**config.mk**
```make
export PLATFORM = sky130hd
export DESIGN_NAME = sps_top
export DESIGN_NICKNAME = d
export VERILOG_FILES = /design/src/rtl/sps_top.v /design/src/rtl/sps_sync.v
export VERILOG_INCLUDE_DIRS = /design/src /design/src/rtl
export SDC_FILE = /design/constraint.sdc
export NUM_CORES = 1
export LEC_CHECK = 0
export ABC_CLOCK_PERIOD_IN_PS = 5200
export BUFFER_PORTS_ARGS = -buffer_cell sky130_fd_sc_hd__buf_2
export CORE_ASPECT_RATIO = 0.9
export CORE_MARGIN = 2
export CORE_UTILIZATION = 45
export CTS_BUF_LIST = sky130_fd_sc_hd__clkbuf_4 sky130_fd_sc_hd__clkbuf_8 sky130_fd_sc_hd__clkbuf_16
export CTS_CLUSTER_SIZE = 16
export DETAILED_ROUTE_END_ITERATION = 12
export GPL_ROUTABILITY_DRIVEN = 0
export PLACE_DENSITY_LB_ADDON = 0.15
export REMOVE_ABC_BUFFERS = 1
export SYNTH_ARGS = -nofsm -noshare
export SYNTH_HDL_FRONTEND = slang
export SYNTH_SLANG_ARGS = --single-unit
```
**constraint.sdc**
```tcl
create_clock -name clock -period 5.2 [get_ports clock]
set_clock_uncertainty 0.1 [all_clocks]
set_input_delay 1.04 -clock clock [delete_from_list [all_inputs] [get_ports clock]]
set_output_delay 1.04 -clock clock [all_outputs]
set_load 0.02 [all_outputs]
```
**src/rtl/sps_defines.vh**
```
`ifndef SPS_DEFINES_VH
`define SPS_DEFINES_VH

// Register byte offsets on the AXI4-Lite slave.
`define SPS_CTRL_OFFSET        4'h0
`define SPS_STATUS_OFFSET      4'h4
`define SPS_STEP_COUNT_OFFSET  4'h8
`define SPS_PINS_OFFSET        4'hc

// Control register fields and reset value.
`define SPS_CTRL_SW_ENABLE     0
`define SPS_CTRL_COUNT_CLEAR   1
`define SPS_CTRL_RESET         32'h0000_0001

// Status register fields.
`define SPS_STAT_POS_LSB       0
`define SPS_STAT_POS_MSB       2
`define SPS_STAT_DRIVING       3
`define SPS_STAT_OPEN          4
`define SPS_STAT_OVERCURRENT   5
`define SPS_STAT_OVERHEAT      6
`define SPS_STAT_ANY_FAULT     7
`define SPS_STAT_KIND_LSB      8
`define SPS_STAT_KIND_MSB      9

// Synchronised pin vector layout.
`define SPS_PIN_STEP           0
`define SPS_PIN_EXCITE         1
`define SPS_PIN_EDGE           2
`define SPS_PIN_DIR            3
`define SPS_PIN_RESET_N        4
`define SPS_PIN_ENABLE         5
`define SPS_PIN_OPEN           6
`define SPS_PIN_OVERCURRENT    7
`define SPS_PIN_OVERHEAT       8
`define SPS_PIN_SUPPLY_LOW     9
`define SPS_PIN_WIDTH          10

// Sequence position after reset and fault-kind codes.
`define SPS_POS_INITIAL        3'h0
`define SPS_KIND_NONE          2'h0
`define SPS_KIND_OPEN          2'h1
`define SPS_KIND_OVERCURRENT   2'h2
`define SPS_KIND_OVERHEAT      2'h3

// AXI responses.
`define SPS_RESP_OKAY          2'h0
`define SPS_RESP_SLVERR        2'h2

`endif

```
**src/rtl/sps_top.v**
```verilog
`timescale 1ns/1ps
`include "sps_defines.vh"

module sps_top (
    clock,
    rst,
    clk_en,
    step_clk,
    excitation_select,
    edge_select,
    rotation_dir,
    sys_reset_n,
    output_enable,
    open_detect,
    overcurrent_detect,
    overheat_detect,
    supply_low,
    phase_one,
    phase_one_inverse,
    phase_two,
    phase_two_inverse,
    any_fault_n_out,
    any_fault_n_oe,
    fault_kind_level,
    s_axi_awaddr,
    s_axi_awprot,
    s_axi_awvalid,
    s_axi_awready,
    s_axi_wdata,
    s_axi_wstrb,
    s_axi_wvalid,
    s_axi_wready,
    s_axi_bresp,
    s_axi_bvalid,
    s_axi_bready,
    s_axi_araddr,
    s_axi_arprot,
    s_axi_arvalid,
    s_axi_arready,
    s_axi_rdata,
    s_axi_rresp,
    s_axi_rvalid,
    s_axi_rready
);
    input  wire        clock;
    input  wire        rst;
    input  wire        clk_en;
    input  wire        step_clk;
    input  wire        excitation_select;
    input  wire        edge_select;
    input  wire        rotation_dir;
    input  wire        sys_reset_n;
    input  wire        output_enable;
    input  wire        open_detect;
    input  wire        overcurrent_detect;
    input  wire        overheat_detect;
    input  wire        supply_low;
    output reg         phase_one;
    output reg         phase_one_inverse;
    output reg         phase_two;
    output reg         phase_two_inverse;
    output wire        any_fault_n_out;
    output wire        any_fault_n_oe;
    output reg  [1:0]  fault_kind_level;
    input  wire [3:0]  s_axi_awaddr;
    input  wire [2:0]  s_axi_awprot;
    input  wire        s_axi_awvalid;
    output wire        s_axi_awready;
    input  wire [31:0] s_axi_wdata;
    input  wire [3:0]  s_axi_wstrb;
    input  wire        s_axi_wvalid;
    output wire        s_axi_wready;
    output reg  [1:0]  s_axi_bresp;
    output reg         s_axi_bvalid;
    input  wire        s_axi_bready;
    input  wire [3:0]  s_axi_araddr;
    input  wire [2:0]  s_axi_arprot;
    input  wire        s_axi_arvalid;
    output wire        s_axi_arready;
    output reg  [31:0] s_axi_rdata;
    output reg  [1:0]  s_axi_rresp;
    output reg         s_axi_rvalid;
    input  wire        s_axi_rready;

    wire [`SPS_PIN_WIDTH-1:0] pins_s;
    reg                       step_prev_q;
    reg                       reset_prev_q;
    reg  [2:0]                pos_q;
    reg  [2:0]                pos_d;
    reg  [2:0]                fault_q;
    reg  [31:0]               ctrl_q;
    reg  [31:0]               step_count_q;
    reg  [3:0]                awaddr_q;
    reg                       aw_held_q;
    reg  [31:0]               wdata_q;
    reg  [3:0]                wstrb_q;
    reg                       w_held_q;
    reg  [31:0]               rd_word;
    reg                       rd_ok;

    wire step_s      = pins_s[`SPS_PIN_STEP];
    wire reset_n_s   = pins_s[`SPS_PIN_RESET_N];
    wire supply_lo_s = pins_s[`SPS_PIN_SUPPLY_LOW];
    wire step_rise   = step_s & ~step_prev_q;
    wire step_fall   = ~step_s & step_prev_q;
    wire step_take   = step_rise | (step_fall & ~pins_s[`SPS_PIN_EDGE]);
    wire reset_rel   = reset_n_s & ~reset_prev_q;
    wire any_fault   = |fault_q;
    wire driving     = pins_s[`SPS_PIN_ENABLE] & ctrl_q[`SPS_CTRL_SW_ENABLE] & ~any_fault;
    wire [2:0] fault_evt = {pins_s[`SPS_PIN_OVERHEAT], pins_s[`SPS_PIN_OVERCURRENT],
                            pins_s[`SPS_PIN_OPEN]};
    wire aw_go       = s_axi_awvalid & s_axi_awready;
    wire w_go        = s_axi_wvalid & s_axi_wready;
    wire ar_go       = s_axi_arvalid & s_axi_arready;
    wire wr_addr_ok  = aw_held_q ? 1'b1 : aw_go;
    wire wr_data_ok  = w_held_q ? 1'b1 : w_go;
    wire wr_fire     = wr_addr_ok & wr_data_ok & ~s_axi_bvalid;
    wire [3:0]  wr_addr = aw_held_q ? awaddr_q : s_axi_awaddr;
    wire [31:0] wr_data = w_held_q ? wdata_q : s_axi_wdata;
    wire [3:0]  wr_strb = w_held_q ? wstrb_q : s_axi_wstrb;

    // Half-step table: even positions energise two phases, odd positions one.
    // Order is A, inverse A, B, inverse B in the returned vector.
    function [3:0] sps_phase_map;
        input [2:0] pos;
        begin
            case (pos)
                3'h0:    sps_phase_map = 4'b1001;
                3'h1:    sps_phase_map = 4'b1000;
                3'h2:    sps_phase_map = 4'b1010;
                3'h3:    sps_phase_map = 4'b0010;
                3'h4:    sps_phase_map = 4'b0110;
                3'h5:    sps_phase_map = 4'b0100;
                3'h6:    sps_phase_map = 4'b0101;
                3'h7:    sps_phase_map = 4'b0001;
                default: sps_phase_map = 4'b0000;
            endcase
        end
    endfunction

    function [31:0] sps_merge;
        input [31:0] old;
        input [31:0] data;
        input [3:0]  strb;
        integer      i;
        begin
            sps_merge = old;
            for (i = 0; i < 4; i = i + 1) begin
                if (strb[i]) begin
                    sps_merge[i*8 +: 8] = data[i*8 +: 8];
                end
            end
        end
    endfunction

    sps_sync u_sync (
        .clock    (clock),
        .rst      (rst),
        .clk_en   (clk_en),
        .async_in ({supply_low, overheat_detect, overcurrent_detect, open_detect,
                    output_enable, sys_reset_n, rotation_dir, edge_select,
                    excitation_select, step_clk}),
        .sync_out (pins_s)
    );

    // Next position. In two-phase mode an odd position moves one step, which
    // lands on the nearest two-phase state instead of restarting the cycle.
    always @* begin
        pos_d = pos_q;
        if (step_take) begin
            if (pins_s[`SPS_PIN_EXCITE] | pos_q[0]) begin
                pos_d = pins_s[`SPS_PIN_DIR] ? pos_q - 3'h1 : pos_q + 3'h1;
            end else begin
                pos_d = pins_s[`SPS_PIN_DIR] ? pos_q - 3'h2 : pos_q + 3'h2;
            end
        end
    end

    // Sequencer. The pin reset and the low-supply flag both hold the start
    // state; stepping goes on while outputs are off so timing is kept.
    always @(posedge clock or posedge rst) begin
        if (rst) begin
            step_prev_q  <= 1'b0;
            reset_prev_q <= 1'b0;
            pos_q        <= `SPS_POS_INITIAL;
            step_count_q <= 32'h0000_0000;
        end else if (clk_en) begin
            step_prev_q  <= step_s;
            reset_prev_q <= reset_n_s;
            if (~reset_n_s | supply_lo_s) begin
                pos_q <= `SPS_POS_INITIAL;
            end else begin
                pos_q <= pos_d;
            end
            if (wr_fire && wr_addr == `SPS_CTRL_OFFSET && wr_strb[0] &&
                wr_data[`SPS_CTRL_COUNT_CLEAR]) begin
                step_count_q <= 32'h0000_0000;
            end else if (step_take && reset_n_s && !supply_lo_s) begin
                step_count_q <= step_count_q + 32'h0000_0001;
            end
        end
    end

    // Fault latch. A new event wins over the clearing reset release.
    always @(posedge clock or posedge rst) begin
        if (rst) begin
            fault_q <= 3'h0;
        end else if (clk_en) begin
            if (supply_lo_s) begin
                fault_q <= 3'h0;
            end else if (reset_rel) begin
                fault_q <= fault_evt;
            end else begin
                fault_q <= fault_q | fault_evt;
            end
        end
    end

    // Registered pin outputs. Overheat has the highest level and wins when
    // several faults are latched together.
    always @(posedge clock or posedge rst) begin
        if (rst) begin
            phase_one         <= 1'b0;
            phase_one_inverse <= 1'b0;
            phase_two         <= 1'b0;
            phase_two_inverse <= 1'b0;
            fault_kind_level  <= `SPS_KIND_NONE;
        end else if (clk_en) begin
            if (driving && reset_n_s && !supply_lo_s) begin
                {phase_one, phase_one_inverse, phase_two, phase_two_inverse}
                    <= sps_phase_map(pos_q);
            end else begin
                {phase_one, phase_one_inverse, phase_two, phase_two_inverse}
                    <= 4'b0000;
            end
            if (fault_q[2]) begin
                fault_kind_level <= `SPS_KIND_OVERHEAT;
            end else if (fault_q[1]) begin
                fault_kind_level <= `SPS_KIND_OVERCURRENT;
            end else if (fault_q[0]) begin
                fault_kind_level <= `SPS_KIND_OPEN;
            end else begin
                fault_kind_level <= `SPS_KIND_NONE;
            end
        end
    end

    // Open-drain summary flag, driven low while a fault is latched.
    assign any_fault_n_out = 1'b0;
    assign any_fault_n_oe  = any_fault;

    // Readies drop with the clock enable so no beat is taken while frozen.
    assign s_axi_awready = clk_en & ~aw_held_q & ~s_axi_bvalid;
    assign s_axi_wready  = clk_en & ~w_held_q & ~s_axi_bvalid;
    assign s_axi_arready = clk_en & ~s_axi_rvalid;

    always @(posedge clock or posedge rst) begin
        if (rst) begin
            awaddr_q     <= 4'h0;
            aw_held_q    <= 1'b0;
            wdata_q      <= 32'h0000_0000;
            wstrb_q      <= 4'h0;
            w_held_q     <= 1'b0;
            s_axi_bvalid <= 1'b0;
            s_axi_bresp  <= `SPS_RESP_OKAY;
            ctrl_q       <= `SPS_CTRL_RESET;
        end else if (clk_en) begin
            if (wr_fire) begin
                aw_held_q    <= 1'b0;
                w_held_q     <= 1'b0;
                s_axi_bvalid <= 1'b1;
                if (wr_addr == `SPS_CTRL_OFFSET) begin
                    ctrl_q      <= sps_merge(ctrl_q, wr_data, wr_strb) &
                                   32'h0000_0001;
                    s_axi_bresp <= `SPS_RESP_OKAY;
                end else if (wr_addr == `SPS_STATUS_OFFSET ||
                             wr_addr == `SPS_STEP_COUNT_OFFSET ||
                             wr_addr == `SPS_PINS_OFFSET) begin
                    s_axi_bresp <= `SPS_RESP_OKAY;
                end else begin
                    s_axi_bresp <= `SPS_RESP_SLVERR;
                end
            end else begin
                if (aw_go) begin
                    awaddr_q  <= s_axi_awaddr;
                    aw_held_q <= 1'b1;
                end
                if (w_go) begin
                    wdata_q  <= s_axi_wdata;
                    wstrb_q  <= s_axi_wstrb;
                    w_held_q <= 1'b1;
                end
                if (s_axi_bvalid && s_axi_bready) begin
                    s_axi_bvalid <= 1'b0;
                end
            end
        end
    end

    always @* begin
        rd_word = 32'h0000_0000;
        rd_ok   = 1'b1;
        case (s_axi_araddr)
            `SPS_CTRL_OFFSET: begin
                rd_word = ctrl_q;
            end
            `SPS_STATUS_OFFSET: begin
                rd_word[`SPS_STAT_POS_MSB:`SPS_STAT_POS_LSB]   = pos_q;
                rd_word[`SPS_STAT_DRIVING]                     = driving;
                rd_word[`SPS_STAT_OVERHEAT:`SPS_STAT_OPEN]     = fault_q;
                rd_word[`SPS_STAT_ANY_FAULT]                   = any_fault;
                rd_word[`SPS_STAT_KIND_MSB:`SPS_STAT_KIND_LSB] = fault_kind_level;
            end
            `SPS_STEP_COUNT_OFFSET: begin
                rd_word = step_count_q;
            end
            `SPS_PINS_OFFSET: begin
                rd_word[`SPS_PIN_WIDTH-1:0] = pins_s;
            end
            default: begin
                rd_ok = 1'b0;
            end
        endcase
    end

    always @(posedge clock or posedge rst) begin
        if (rst) begin
            s_axi_rvalid <= 1'b0;
            s_axi_rdata  <= 32'h0000_0000;
            s_axi_rresp  <= `SPS_RESP_OKAY;
        end else if (clk_en) begin
            if (ar_go) begin
                s_axi_rvalid <= 1'b1;
                s_axi_rdata  <= rd_word;
                s_axi_rresp  <= rd_ok ? `SPS_RESP_OKAY : `SPS_RESP_SLVERR;
            end else if (s_axi_rvalid && s_axi_rready) begin
                s_axi_rvalid <= 1'b0;
            end
        end
    end
endmodule

```
**src/rtl/sps_sync.v**
```verilog
`timescale 1ns/1ps
`include "sps_defines.vh"

// Two-stage synchroniser for a bundle of asynchronous pins.
module sps_sync (
    clock,
    rst,
    clk_en,
    async_in,
    sync_out
);
    input  wire                      clock;
    input  wire                      rst;
    input  wire                      clk_en;
    input  wire [`SPS_PIN_WIDTH-1:0] async_in;
    output wire [`SPS_PIN_WIDTH-1:0] sync_out;

    reg [`SPS_PIN_WIDTH-1:0] meta_q;
    reg [`SPS_PIN_WIDTH-1:0] sync_q;

    // The first stage is read only by the second one.
    always @(posedge clock or posedge rst) begin
        if (rst) begin
            meta_q <= {`SPS_PIN_WIDTH{1'b0}};
            sync_q <= {`SPS_PIN_WIDTH{1'b0}};
        end else if (clk_en) begin
            meta_q <= async_in;
            sync_q <= meta_q;
        end
    end

    assign sync_out = sync_q;
endmodule

```
# Word-level counts from Yosys, hierarchy flattened

Memory sizes are Yosys's and may differ from the RTL's.
Index checks and enable logic that the tools add are counted.
W data, S select, Z words.

Memory bits (read-only): 32
Input port bits: 68
Flip-flop bits (word level): 114
Logic and storage cells: 134
Memories: 1

Memories:

| memory          | depth | bits a word | read ports | clocked after Yosys merged registers in | wr ports | RTL line      | text |
|---|---|---|---|---|---|---|---|
| (no name shown) | 8     | 4           | 1          | 0                                       | 0        | sps_top.v:127 | `case (pos)` |

Bitwise operators: 31
Mux-type cells: 35
Equality and inequality tests: 6
Add/sub/neg operators: 5
Reductions and logical operators: 33

Operator list:

| operator                | number |
|---|---|
| $mux W32                | 2 |
| $pmux W10 S4            | 1 |
| $add A32 B1 Y32 const B | 1 |
| $mux W22                | 1 |
| $mux W3                 | 7 |
| $mux W1                 | 17 |
| $and A1 B1 Y1           | 16 |
| $eq A4 B4 Y1 const B    | 4 |
| $reduce_and A2 Y1       | 8 |
| $mux W2                 | 6 |
| $reduce_bool A2 Y1      | 6 |
| $not A1 Y1              | 11 |
| $logic_and A1 B1 Y1     | 9 |
| $eq A4 B3 Y1 const B    | 2 |
| $logic_not A4 Y1        | 2 |
| $reduce_and A3 Y1       | 2 |
| $mux W4                 | 1 |
| $reduce_and A4 Y1       | 1 |
| $reduce_or A4 Y1        | 1 |
| $add A3 B1 Y3 const B   | 1 |
| $add A3 B2 Y3 const B   | 1 |
| $or A1 B1 Y1            | 3 |
| $or A3 B3 Y3            | 1 |
| $reduce_or A3 Y1        | 1 |
| other kinds (4)         | 5 |

# Longest topological paths before layout

Gate-level depths: netlist (run 1).

Depth after elaboration: 12
Depth in mapped cells: 8
Depth with buffers taken out: 6

# Modules after synthesis

Synthesis (run 1) repeated with hierarchy kept, for this count alone.

Cell total of the unflattened synthesis: 498
Area, all modules: 5445.2 um^2

By module, submodules not included:

| module   | times used | sequential area each (um^2) | cells an instance | area an instance (um^2) |
|---|---|---|---|---|
| sps_top  | 1          | 2303.5                      | 455               | 4618.2 |
| sps_sync | 1          | 500.5                       | 43                | 827.0 |

# Worst setup path after synthesis (run 1)

OpenSTA, ideal clock, no wires.

Path type: input-to-reg
Start: in clk_en
End: reg s_axi_rdata[10]
Arrival time: 2605 ps
Buffers on the path: 2
Cell stages on the path: 7
Library setup time: 66 ps
Slack: 2429 ps
Cell sequence: buf_2 > nor2b_1 > nand2_1 > nor3_1 > and2_0 > buf_2 > a22o_1

Cells in the longest elaborated chain, start to end: 3

Ends and longest elaborated chain:

| what                        | RTL line      | text |
|---|---|---|
| start, declared             | sps_top.v:47  | `input wire clk_en;` |
| $and A1 B1 Y1               | sps_top.v:255 | `assign s_axi_arready = clk_en & ~s_axi_rvalid;` |
| named net s_axi_arready     | sps_top.v:79  | `output wire s_axi_arready;` |
| $and A1 B1 Y1               | sps_top.v:114 | `wire ar_go = s_axi_arvalid & s_axi_arready;` |
| $reduce_and A2 Y1 (no line) | -             |  |
| end signal, assigned        | sps_top.v:334 | `s_axi_rdata <= rd_word;` |
| end, declared               | sps_top.v:80  | `output reg [31:0] s_axi_rdata;` |

The timed path passes the listed nets, and every way through them passes these cells.
A chain may end at the register's enable or synchronous reset.

# Worst setup path in the final report (run 1)

Start: in clk_en
End: reg step_count_q[25]

Cells in the longest elaborated chain, start to end: 11
Elaborated cells on any way between the ends: 16
Classes of those cells: mux (3); bitwise (8); reduce/logical (5)

Ends and longest elaborated chain:

| what                                           | RTL line                     | text |
|---|---|---|
| $and A1 B1 Y1 (on tied branches) (2 in series) | sps_top.v:253, sps_top.v:254 |  |
| $and A1 B1 Y1 (on tied branches)               | sps_top.v:112, sps_top.v:113 |  |
| $mux W1 (on tied branches)                     | sps_top.v:115, sps_top.v:116 |  |
| $and A1 B1 Y1 (2 in series)                    | sps_top.v:117                | `wire wr_fire = wr_addr_ok & wr_data_ok & ~s_axi_bvalid;` |
| $logic_and A1 B1 Y1 (no line)                  | -                            |  |
| $logic_and A1 B1 Y1 (2 in series)              | sps_top.v:195                | `` if (wr_fire && wr_addr == `SPS_CTRL_OFFSET && wr_strb[0] && `` |
| $reduce_bool A2 Y1 (no line)                   | -                            |  |
| $reduce_and A2 Y1 (no line)                    | -                            |  |
| end signal, assigned                           | sps_top.v:199                | `step_count_q <= step_count_q + 32'h0000_0001;` |
| end, declared                                  | sps_top.v:92                 | `reg [31:0] step_count_q;` |

Parallel ways exist; a longest one is shown, timed or not.

==> impl_metrics.json, run 1 <==
{
  "stdcell_count": 730,
  "crit_path_start_kind": "primary input",
  "yosysWarnings": 0,
  "crit_path_max_fanout": 34,
  "drc": 0,
  "power_frac_seq_pct": 48.1,
  "pwr-share-comb_pct": 19.2,
  "switching_share_pct": 29.3,
  "first_global_vias": 4016,
  "grt_max_degree": 83,
  "place_inst": 714,
  "fin_setup_tns_ns": 0,
  "area_growth_pct": 15.4,
  "worst_r2r_path_depth": 6,
  "period_share_pct": 62.4,
  "dieArea_um2": 12700,
  "core-area_um2": 11500,
  "p_leak_nw": 2.76,
  "yosys_register_bits": 112,
  "wl_per_cell_um": 16.2,
  "slowest_stage": "or4_1",
  "dp_hpwl_mm": 7.95,
  "cts_buffer_depth": 2,
  "cts_root_buf": "clkbuf_16",
  "status": "finished clean",
  "clk_pin_slew_worst_paths_ns": 0.07,
  "p_clk_share_pct": 32.7,
  "fmax_ghz": 0.308,
  "max_stage_delay_ns": 0.53,
  "seq_area_frac_synth_pct": 52.8,
  "nNetsFinal": 639,
  "antenna_found_initial": 0,
  "async_reset_ff_share_pct": 100,
  "clock_latency_ns": 0.35,
  "cts_tree": "built",
  "synth_flop_cell": "dfrtp_1",
  "start_util_pct": 46.3,
  "rsz0062_at_grt": "false",
  "synth_enable_flop_cells": 0,
  "fin_crit_ns": 3.24,
  "drv_cap": 0,
  "hold_violations": 0,
  "post_drt_via_cell_ratio": 5.69,
  "syn_area_um2": 5310,
  "critPathTopFamily": "buffers and inverters",
  "ant_nets": 0,
  "crit_cells": 7,
  "drt_iter0_markers": 330,
  "netlist_instances": 502,
  "cts_made_buffers": 9,
  "grt_remaining_overflow": 0,
  "crit_chain": "buf_2 -> nor2b_1 -> o221a_2 -> a31oi_2 -> buf_4 -> or4_1 -> o21ai_0",
  "cp.required_ns": 5.35,
  "finalMaxSlewViolations": 0,
  "post-route-util_pct": 53.4,
  "dieWidth_um": 119,
  "synth_area_per_cell_um2": 10.6,
  "ctsHoldBuffers": 0,
  "numPortBuffers": 74,
  "firstDrtPassIters": 5,
  "min_path_type": "reg -> reg",
  "totalWireLength_mm": 11.8,
  "cts_setup_buffers": 0,
  "die_y_um": 107,
  "critPathArrivalTime_ns": 3.40,
  "crit_buf_inv": 2,
  "hold_depth": 2,
  "setup_viol": 0,
  "grt_usage_pct": 19.9,
  "boundaryPins": 117,
  "path_class": "in -> reg",
  "fp-row-count": 37,
  "power.switching_w": 0.000670,
  "ys_types": 53,
  "placed_cell_area_um2": 5810,
  "vias": 4154,
  "stdcell_area_um2": 6130,
  "maxSlewHeadroom_pct": 32.0,
  "drive_above_1_share_pct": 25.4,
  "cts_resized": 0,
  "p_per_area_nw_per_um2": 373,
  "diodes": 0,
  "endpoint_kind": "flip-flop",
  "grt_pass1_wl_mm": 20.4,
  "ir_drop_mv": 0.213,
  "cts-htree-levels": 3,
  "clkSinkCount": 112,
  "worst_pin_slew_ns": 1.02,
  "p_int_w": 0.00162
}
[kinds of logic (layout without fill, tap and decap cells)]
family / Yosys count / after routing / share of synthesized area, %
buffers and inverters: 48 / 118 / 4.10
multiplexers: 42 / 42 / 9.04
flip-flops: 112 / 112 / 52.8
XOR/XNOR: 2 / 2 / 0.330
other: 1 / 3 / 0.0706
AND/OR/NAND/NOR: 148 / 148 / 14.7
adder cells (fa/ha/maj): 2 / 2 / 0.612
AO/OA/AOI/OAI: 147 / 147 / 18.4
[cell usage after synthesis, drive strengths merged (4+ instances only)]
cell / instances / area, µm²
inv: 20 / 75.1
nand3: 21 / 105
a22o: 34 / 298
a21oi: 30 / 150
nor2b: 6 / 37.5
clkbuf: 14 / 52.6
nand2: 41 / 156
and3: 4 / 25.0
and2: 5 / 31.3
mux2: 38 / 428
dfrtp: 111 / 2780
nor4: 6 / 43.8
buf: 14 / 90.1
or3: 7 / 43.8
or4: 11 / 82.6
a22oi: 11 / 87.6
o31ai: 5 / 37.5
nand4: 10 / 62.6
a21o: 9 / 67.6
o21ai: 45 / 225
nor2: 22 / 85.1
nor3: 4 / 20.0
[sequential cells by signal (all words and copies together) (netlist names), 2 cells and up]
| name | count |
|---|---|
| s_axi_rdata | 32 |
| step_count_q | 32 |
| u_sync.meta_q | 10 |
| u_sync.sync_out | 10 |
| awaddr_q | 4 |
| fault_q | 3 |
| pos_q | 3 |
| fault_kind_level | 2 |
| wdata_q | 2 |
[power groups by stage]
stage / Combinational [W] / Clock (W) / Sequential, W
3_3_place_gp: 0.000430 / 0 / 0.00111
3_5_place_dp: 0.000439 / 0 / 0.00112
6_report: 0.000439 / 0.000750 / 0.00110
2_1_floorplan: 0.000277 / 0 / 0.00112
5_1_grt: 0.000488 / 0.000802 / 0.00112
4_1_cts: 0.000442 / 0.000764 / 0.00110
[per-layer routing]
metal  part of all wire (%)  vias to the layer above  global-route usage [%]
met2                     44                      101                    29.8
met3                    4.2                       17                    3.83
li1                       -                     1989                       -
met1                     50                     2047                    29.6
met5                      0                        -                       0
met4                    1.3                        0                    5.70
[placed cells by master (no fill, tap or decap), types with 2 or more instances in the layout]
cell type	Yosys	routed
dfrtp_1	111	111
buf_2	3	74
nand2_1	40	40
o21ai_0	39	39
mux2_2	38	38
a22o_1	34	34
a21oi_1	30	30
nor2_1	21	21
nand3_1	21	21
inv_1	20	19
or4_1	11	11
nand4_1	10	10
a22oi_1	10	10
a21o_1	9	9
clkbuf_16	0	9
buf_4	5	8
or3_1	7	7
nor2b_1	6	6
o21ai_1	6	6
nor4_1	5	5
o31ai_1	5	5
nor3_1	4	4
and2_1	4	4
and3_1	4	4
nand2b_1	3	3
mux2i_1	3	3
o22ai_1	3	3
conb_1	1	3
nand4b_1	2	2
or3b_1	2	2
a21boi_0	2	2
xor2_1	2	2
o41ai_1	2	2
and4_1	2	2
clkinvlp_4	0	2
bufinv_16	0	2
[stage by stage]
stage	total power, W	hold WS (ns)	setup WS [ns]
floorplan	0.00140	0.348	1.10
global placement	0.00154	0.365	1.64
detailed placement	0.00156	0.366	1.59
CTS	0.00231	0.382	1.96
global route	0.00241	0.416	1.78
finish	0.00229	0.377	1.96
[tightest hold or removal path, cell delays in order, from the launching register on]
cell	delay (ns)
dfrtp_1	0.34
nand2_1	0.04
o21ai_0	0.06
[final timing paths]
kind | from | end | slack (ns)
max | clk_en | step_count_q[25] | 1.96
min | s_axi_rdata[4] | s_axi_rdata[4] | 0.38
max reg2reg | aw_held_q | step_count_q[22] | 2.64
min reg2reg | s_axi_rdata[4] | s_axi_rdata[4] | 0.38
max in group asynchronous | rst | ctrl_q[0] | 3.13
min in group asynchronous | rst | u_sync.sync_out[2] | 0.85
[area by class of cell]
type | instances | area, µm²
Fill cell | 1078 | 5350
Timing Repair Buffer | 82 | 430
Sequential cell | 112 | 2800
Clock buffer | 11 | 246
Tap cell | 156 | 195
Inverter | 20 | 77.6
Multi-Input combinational cell | 344 | 2300
Clock inverter | 5 | 80.1
Power figures use the tool's default switching activity.
==> run 2: changes to the inputs <==
Settings changed: ABC_CLOCK_PERIOD_IN_PS 5200 to 3350.
Clock period 5.2 ns to 3.35 ns, I/O delays scaled along.
==> run 2 against run 1 <==
Net effect: final area is 1.1% higher; first-iteration DRC count is 7.6% lower; combinational power is 58% higher; die area stayed put; cell count is 0.55% higher; routed wire length is 0.83% lower; count of clock-buffer cells in the layout stayed put; non-clock buffer count is 4 higher; sequential cell count stayed put; power is 56% higher; critical endpoint is now step_count_q[7].
==> impl_metrics.json, run 2 (synthesis results as in run 1) <==
{
  "cts_root_buf": "clkbuf_16",
  "core-area_um2": 11500,
  "p_per_area_nw_per_um2": 577,
  "worst_pin_slew_ns": 0.731,
  "grt_remaining_overflow": 0,
  "cts_setup_buffers": 0,
  "fmax_ghz": 0.387,
  "stdcell_count": 734,
  "finalMaxSlewViolations": 0,
  "totalPowerFinal_w": 0.00358,
  "nNetsFinal": 643,
  "layout_commonest_cell": "dfrtp_1",
  "p_leak_nw": 2.80,
  "clkSinkCount": 112,
  "power_frac_seq_pct": 47.8,
  "fillers": 1073,
  "setup_viol": 0,
  "ant_nets": 0,
  "wl_per_cell_um": 16.0,
  "post-route-util_pct": 54.0,
  "first_global_vias": 4019,
  "dieWidth_um": 119,
  "power.switching_w": 0.00105,
  "rsz0062_at_grt": "false",
  "grt_usage_pct": 19.6,
  "antenna_found_initial": 0,
  "cp.required_ns": 3.49,
  "hold_violations": 0,
  "ctsHoldBuffers": 0,
  "post_drt_via_cell_ratio": 5.61,
  "layout_setup_ws_ns": 0.766,
  "totalWireLength_mm": 11.7,
  "cts-htree-levels": 3,
  "cts_tree": "built",
  "place_ws_ns": 0.449,
  "maxSlewHeadroom_pct": 50.8,
  "cts_resized": 0,
  "vias": 4120,
  "cts_buffer_depth": 2,
  "endpoint_kind": "flip-flop",
  "switching_share_pct": 29.4,
  "fp-row-count": 37,
  "path_class": "reg -> reg",
  "ir_drop_mv": 0.296,
  "crit_path_max_fanout": 13,
  "start_util_pct": 46.3,
  "status": "finished clean",
  "grt_pass1_wl_mm": 19.8,
  "crit_path_start_kind": "flip-flop",
  "area_growth_pct": 16.7,
  "stdcell_area_um2": 6200,
  "drt_iter0_markers": 305,
  "fin_crit_ns": 2.58,
  "critPathArrivalTime_ns": 2.73,
  "layout_common_cells": "111 x dfrtp_1, 74 x buf_2, 40 x nand2_1",
  "p_int_w": 0.00253,
  "cts_made_buffers": 9,
  "drive_above_1_share_pct": 26.0,
  "pwr-share-comb_pct": 19.4,
  "firstDrtPassIters": 5,
  "dp_hpwl_mm": 8.19,
  "period_share_pct": 77.1,
  "placed_cell_area_um2": 5870,
  "diodes": 0,
  "clock_latency_ns": 0.35,
  "grt_max_degree": 48,
  "boundaryPins": 117,
  "dieArea_um2": 12700,
  "drc": 0,
  "top_regs": "s_axi_rdata x32, step_count_q x32",
  "place_inst": 718,
  "die_y_um": 107,
  "numPortBuffers": 74,
  "p_clk_share_pct": 32.8,
  "min_path_type": "in -> async",
  "clk_pin_slew_worst_paths_ns": 0.07,
  "drv_cap": 0
}
[run 2: routing by layer]
layer,routed length [µm],vias to the layer above,global-route usage [%]
met1,5750,2024,28.0
met3,587,13,5.21
met2,5240,89,28.8
met4,160,0,7.06
li1,-,1994,-
met5,0,-,0
[run 2: path summary, 6_finish.rpt]
check                           depth (start not counted)          endpoint            from  slack (ns)
worst max-delay path                                    5   step_count_q[7]       aw_held_q        0.77
worst min-delay path                                    2  u_sync.meta_q[1]             rst        0.27
worst max register to register                          5   step_count_q[7]       aw_held_q        0.77
worst min register to register                          2    s_axi_rdata[6]  s_axi_rdata[6]        0.39
max in group asynchronous                               3  step_count_q[14]             rst        2.14
min in group clock                                      2    s_axi_rdata[6]  s_axi_rdata[6]        0.39
[run 2: layout make-up]
class / instances / area [µm²] / area share [%]
flip-flops and latches: 112 / 2800 / 45.2
multi-input cells: 344 / 2300 / 37.1
repair buffers: 86 / 498 / 8.03
clock buffers: 11 / 246 / 3.98
well taps: 156 / 195 / 3.15
clock inverters: 5 / 78.8 / 1.27
inverters: 20 / 77.6 / 1.25
[run 2: worst max-delay path, cell delays in order (launching register included)]
cell and delay [ns]:
dfrtp_1 0.45, or3_1 0.46, a222oi_1 0.53, and2_1 0.51
nor2_2 0.18, a22o_1 0.24
[run 2: power groups by stage]
stage          Sequential (W)  Clock, W  Combinational, W
2_1_floorplan         0.00174         0          0.000430
3_3_place_gp          0.00172         0          0.000679
3_5_place_dp          0.00173         0          0.000696
4_1_cts               0.00171   0.00120          0.000700
5_1_grt               0.00174   0.00126          0.000767
6_report              0.00171   0.00117          0.000693
[run 2: metrics by stage]
stage                     TNS (ns)  hold WS [ns]
after floorplan             -41.89         0.348
after global placement           0         0.366
after detailed placement         0         0.378
after CTS                        0         0.292
after global routing             0         0.311
final                            0         0.266
==> run 3: changes to the inputs <==
Settings changed: ABC_CLOCK_PERIOD_IN_PS 3350 to 2600.
Clock period 3.35 ns to 2.6 ns, I/O delays scaled along.
==> run 3 against run 2 <==
Net effect: sequential cell count unchanged; combinational power up 32%; critical path type unchanged; critical path depth increased by 1; setup slack got worse by 0.49 ns; non-clock buffer count grew 9; largest cell class unchanged; count of clock-buffer cells in the layout stayed put; cell count rose by 1.4%.
==> impl_metrics.json, run 3 (synthesis results as in run 1) <==
{
  "min_path_type": "in -> async",
  "crit_path_max_fanout": 43,
  "period_share_pct": 89.5,
  "cts_setup_buffers": 0,
  "cts_root_buf": "clkbuf_16",
  "wl_per_cell_um": 16.0,
  "max_stage_delay_ns": 0.50,
  "numPortBuffers": 74,
  "dieArea_um2": 12700,
  "crit_path_start_kind": "flip-flop",
  "pwr-share-comb_pct": 19.7,
  "crit_chain": "or3_1 -> a22oi_2 -> a31oi_2 -> buf_12 -> or4_1 -> mux2i_1",
  "die_y_um": 107,
  "grt_usage_pct": 19.5,
  "hold_violations": 0,
  "layout_common_cells": "111 x dfrtp_1, 74 x buf_2, 41 x nand2_1",
  "grt_remaining_overflow": 0,
  "ir_drop_mv": 0.551,
  "p_per_area_nw_per_um2": 734,
  "clkSinkCount": 112,
  "fin_crit_ns": 2.33,
  "crit_buf_inv": 1,
  "cts_buffer_depth": 2,
  "p_int_w": 0.00328,
  "status": "finished clean",
  "cp.required_ns": 2.77,
  "start_util_pct": 46.3,
  "fillers": 1080,
  "cts_made_buffers": 9,
  "dp_hpwl_mm": 8.37,
  "dieWidth_um": 119,
  "cts-htree-levels": 3,
  "fp-row-count": 37,
  "drt_iter0_markers": 246,
  "rsz0062_at_grt": "false",
  "clock_latency_ns": 0.35,
  "cts_resized": 0,
  "endpoint_kind": "flip-flop",
  "clk_pin_slew_worst_paths_ns": 0.07,
  "post_drt_via_cell_ratio": 5.67,
  "place_inst": 726,
  "drv_cap": 0,
  "power.switching_w": 0.00134,
  "nNetsFinal": 653,
  "worst_pin_slew_ns": 0.836,
  "grt_pass1_wl_mm": 20.0,
  "finalMaxSlewViolations": 0,
  "stdcell_count": 744,
  "cts_tree": "built",
  "maxSlewHeadroom_pct": 43.8,
  "place_ws_ns": -0.0386,
  "switching_share_pct": 29.0,
  "critPathTopFamily": "simple AND/OR/NAND/NOR gates",
  "core-area_um2": 11500,
  "p_leak_nw": 2.85,
  "grt_max_degree": 44,
  "boundaryPins": 117,
  "antenna_found_initial": 0,
  "p_clk_share_pct": 32.6,
  "layout_commonest_cell": "dfrtp_1",
  "critPathArrivalTime_ns": 2.50,
  "slowest_stage": "or4_1",
  "first_global_vias": 4061,
  "diodes": 0,
  "ctsHoldBuffers": 0,
  "power_frac_seq_pct": 47.7,
  "firstDrtPassIters": 5,
  "ant_nets": 0,
  "drc": 0,
  "whs_ns": 0.118,
  "vias": 4215,
  "top_regs": "s_axi_rdata x32, step_count_q x32",
  "setup_viol": 0,
  "fmax_ghz": 0.430,
  "area_growth_pct": 18.4,
  "path_class": "reg -> reg",
  "layout_setup_ws_ns": 0.274,
  "totalWireLength_mm": 11.9,
  "drive_above_1_share_pct": 27.0
}
## run 3: cell types whose count changed in the layout (fill, tap and decap cells not counted)
cell	delta
buf_12	+1
inv_6	-1
clkbuf_4	-1
clkbuf_8	+1
nand2_1	+1
clkinv_4	+1
buf_4	+8
## run 3: layout make-up
cell class	instances	area, µm²	area share (%)
Clock buffer	11	253	4.02
Clock inverter	5	78.8	1.25
Inverter	20	77.6	1.23
Multi-Input combinational cell	345	2300	36.6
Sequential cell	112	2800	44.6
Tap cell	156	195	3.10
Timing Repair Buffer	95	578	9.19
## run 3: through the flow
| stage | cell area [µm²] | total power (W) | utilization [%] | setup TNS [ns] |
|---|---|---|---|---|
| finish | 6290 | 0.00462 | 54.8 | 0 |
| global route | 6290 | 0.00486 | 54.8 | 0 |
| CTS | 6280 | 0.00465 | 54.7 | 0 |
| detailed placement | 5950 | 0.00314 | 51.8 | -0.181 |
| global placement | 5950 | 0.00311 | 51.8 | -0.0598 |
| floorplan | 5180 | 0.00280 | - | -116.98 |
## run 3: worst paths after layout
path / startpoint / end / slack (ns) / depth (start not counted)
worst min register to register: s_axi_rdata[7] / s_axi_rdata[7] / 0.38 / 2
worst max-delay path: aw_held_q / step_count_q[21] / 0.27 / 6
worst max register to register: aw_held_q / step_count_q[21] / 0.27 / 6
worst min-delay path: rst / s_axi_rdata[3] / 0.12 / 2
max in group asynchronous: rst / s_axi_rdata[20] / 1.70 / 3
min in group clock: overcurrent_detect / u_sync.meta_q[7] / 0.30 / 2
## run 3: worst register-to-register path, stage by stage, from the launching register on
cell and delay [ns]:
dfrtp_1 0.45, or3_1 0.46, a22oi_2 0.27, a31oi_2 0.14, buf_12 0.19, or4_1 0.51, mux2i_1 0.14
## run 3: power groups by stage
stage          Clock, W  Sequential [W]  Combinational, W
6_report        0.00151         0.00220          0.000912
5_1_grt         0.00160         0.00224           0.00101
4_1_cts         0.00154         0.00220          0.000913
3_5_place_dp          0         0.00223          0.000909
3_3_place_gp          0         0.00222          0.000887
2_1_floorplan         0         0.00224          0.000554
## run 3: layer usage
layer	global-route usage [%]	part of all wire, %	vias up
met3	4.31	4.9	14
met5	0	0	-
li1	-	-	2017
met2	30.1	46	119
met4	6.80	1.4	0
met1	27.3	48	2065
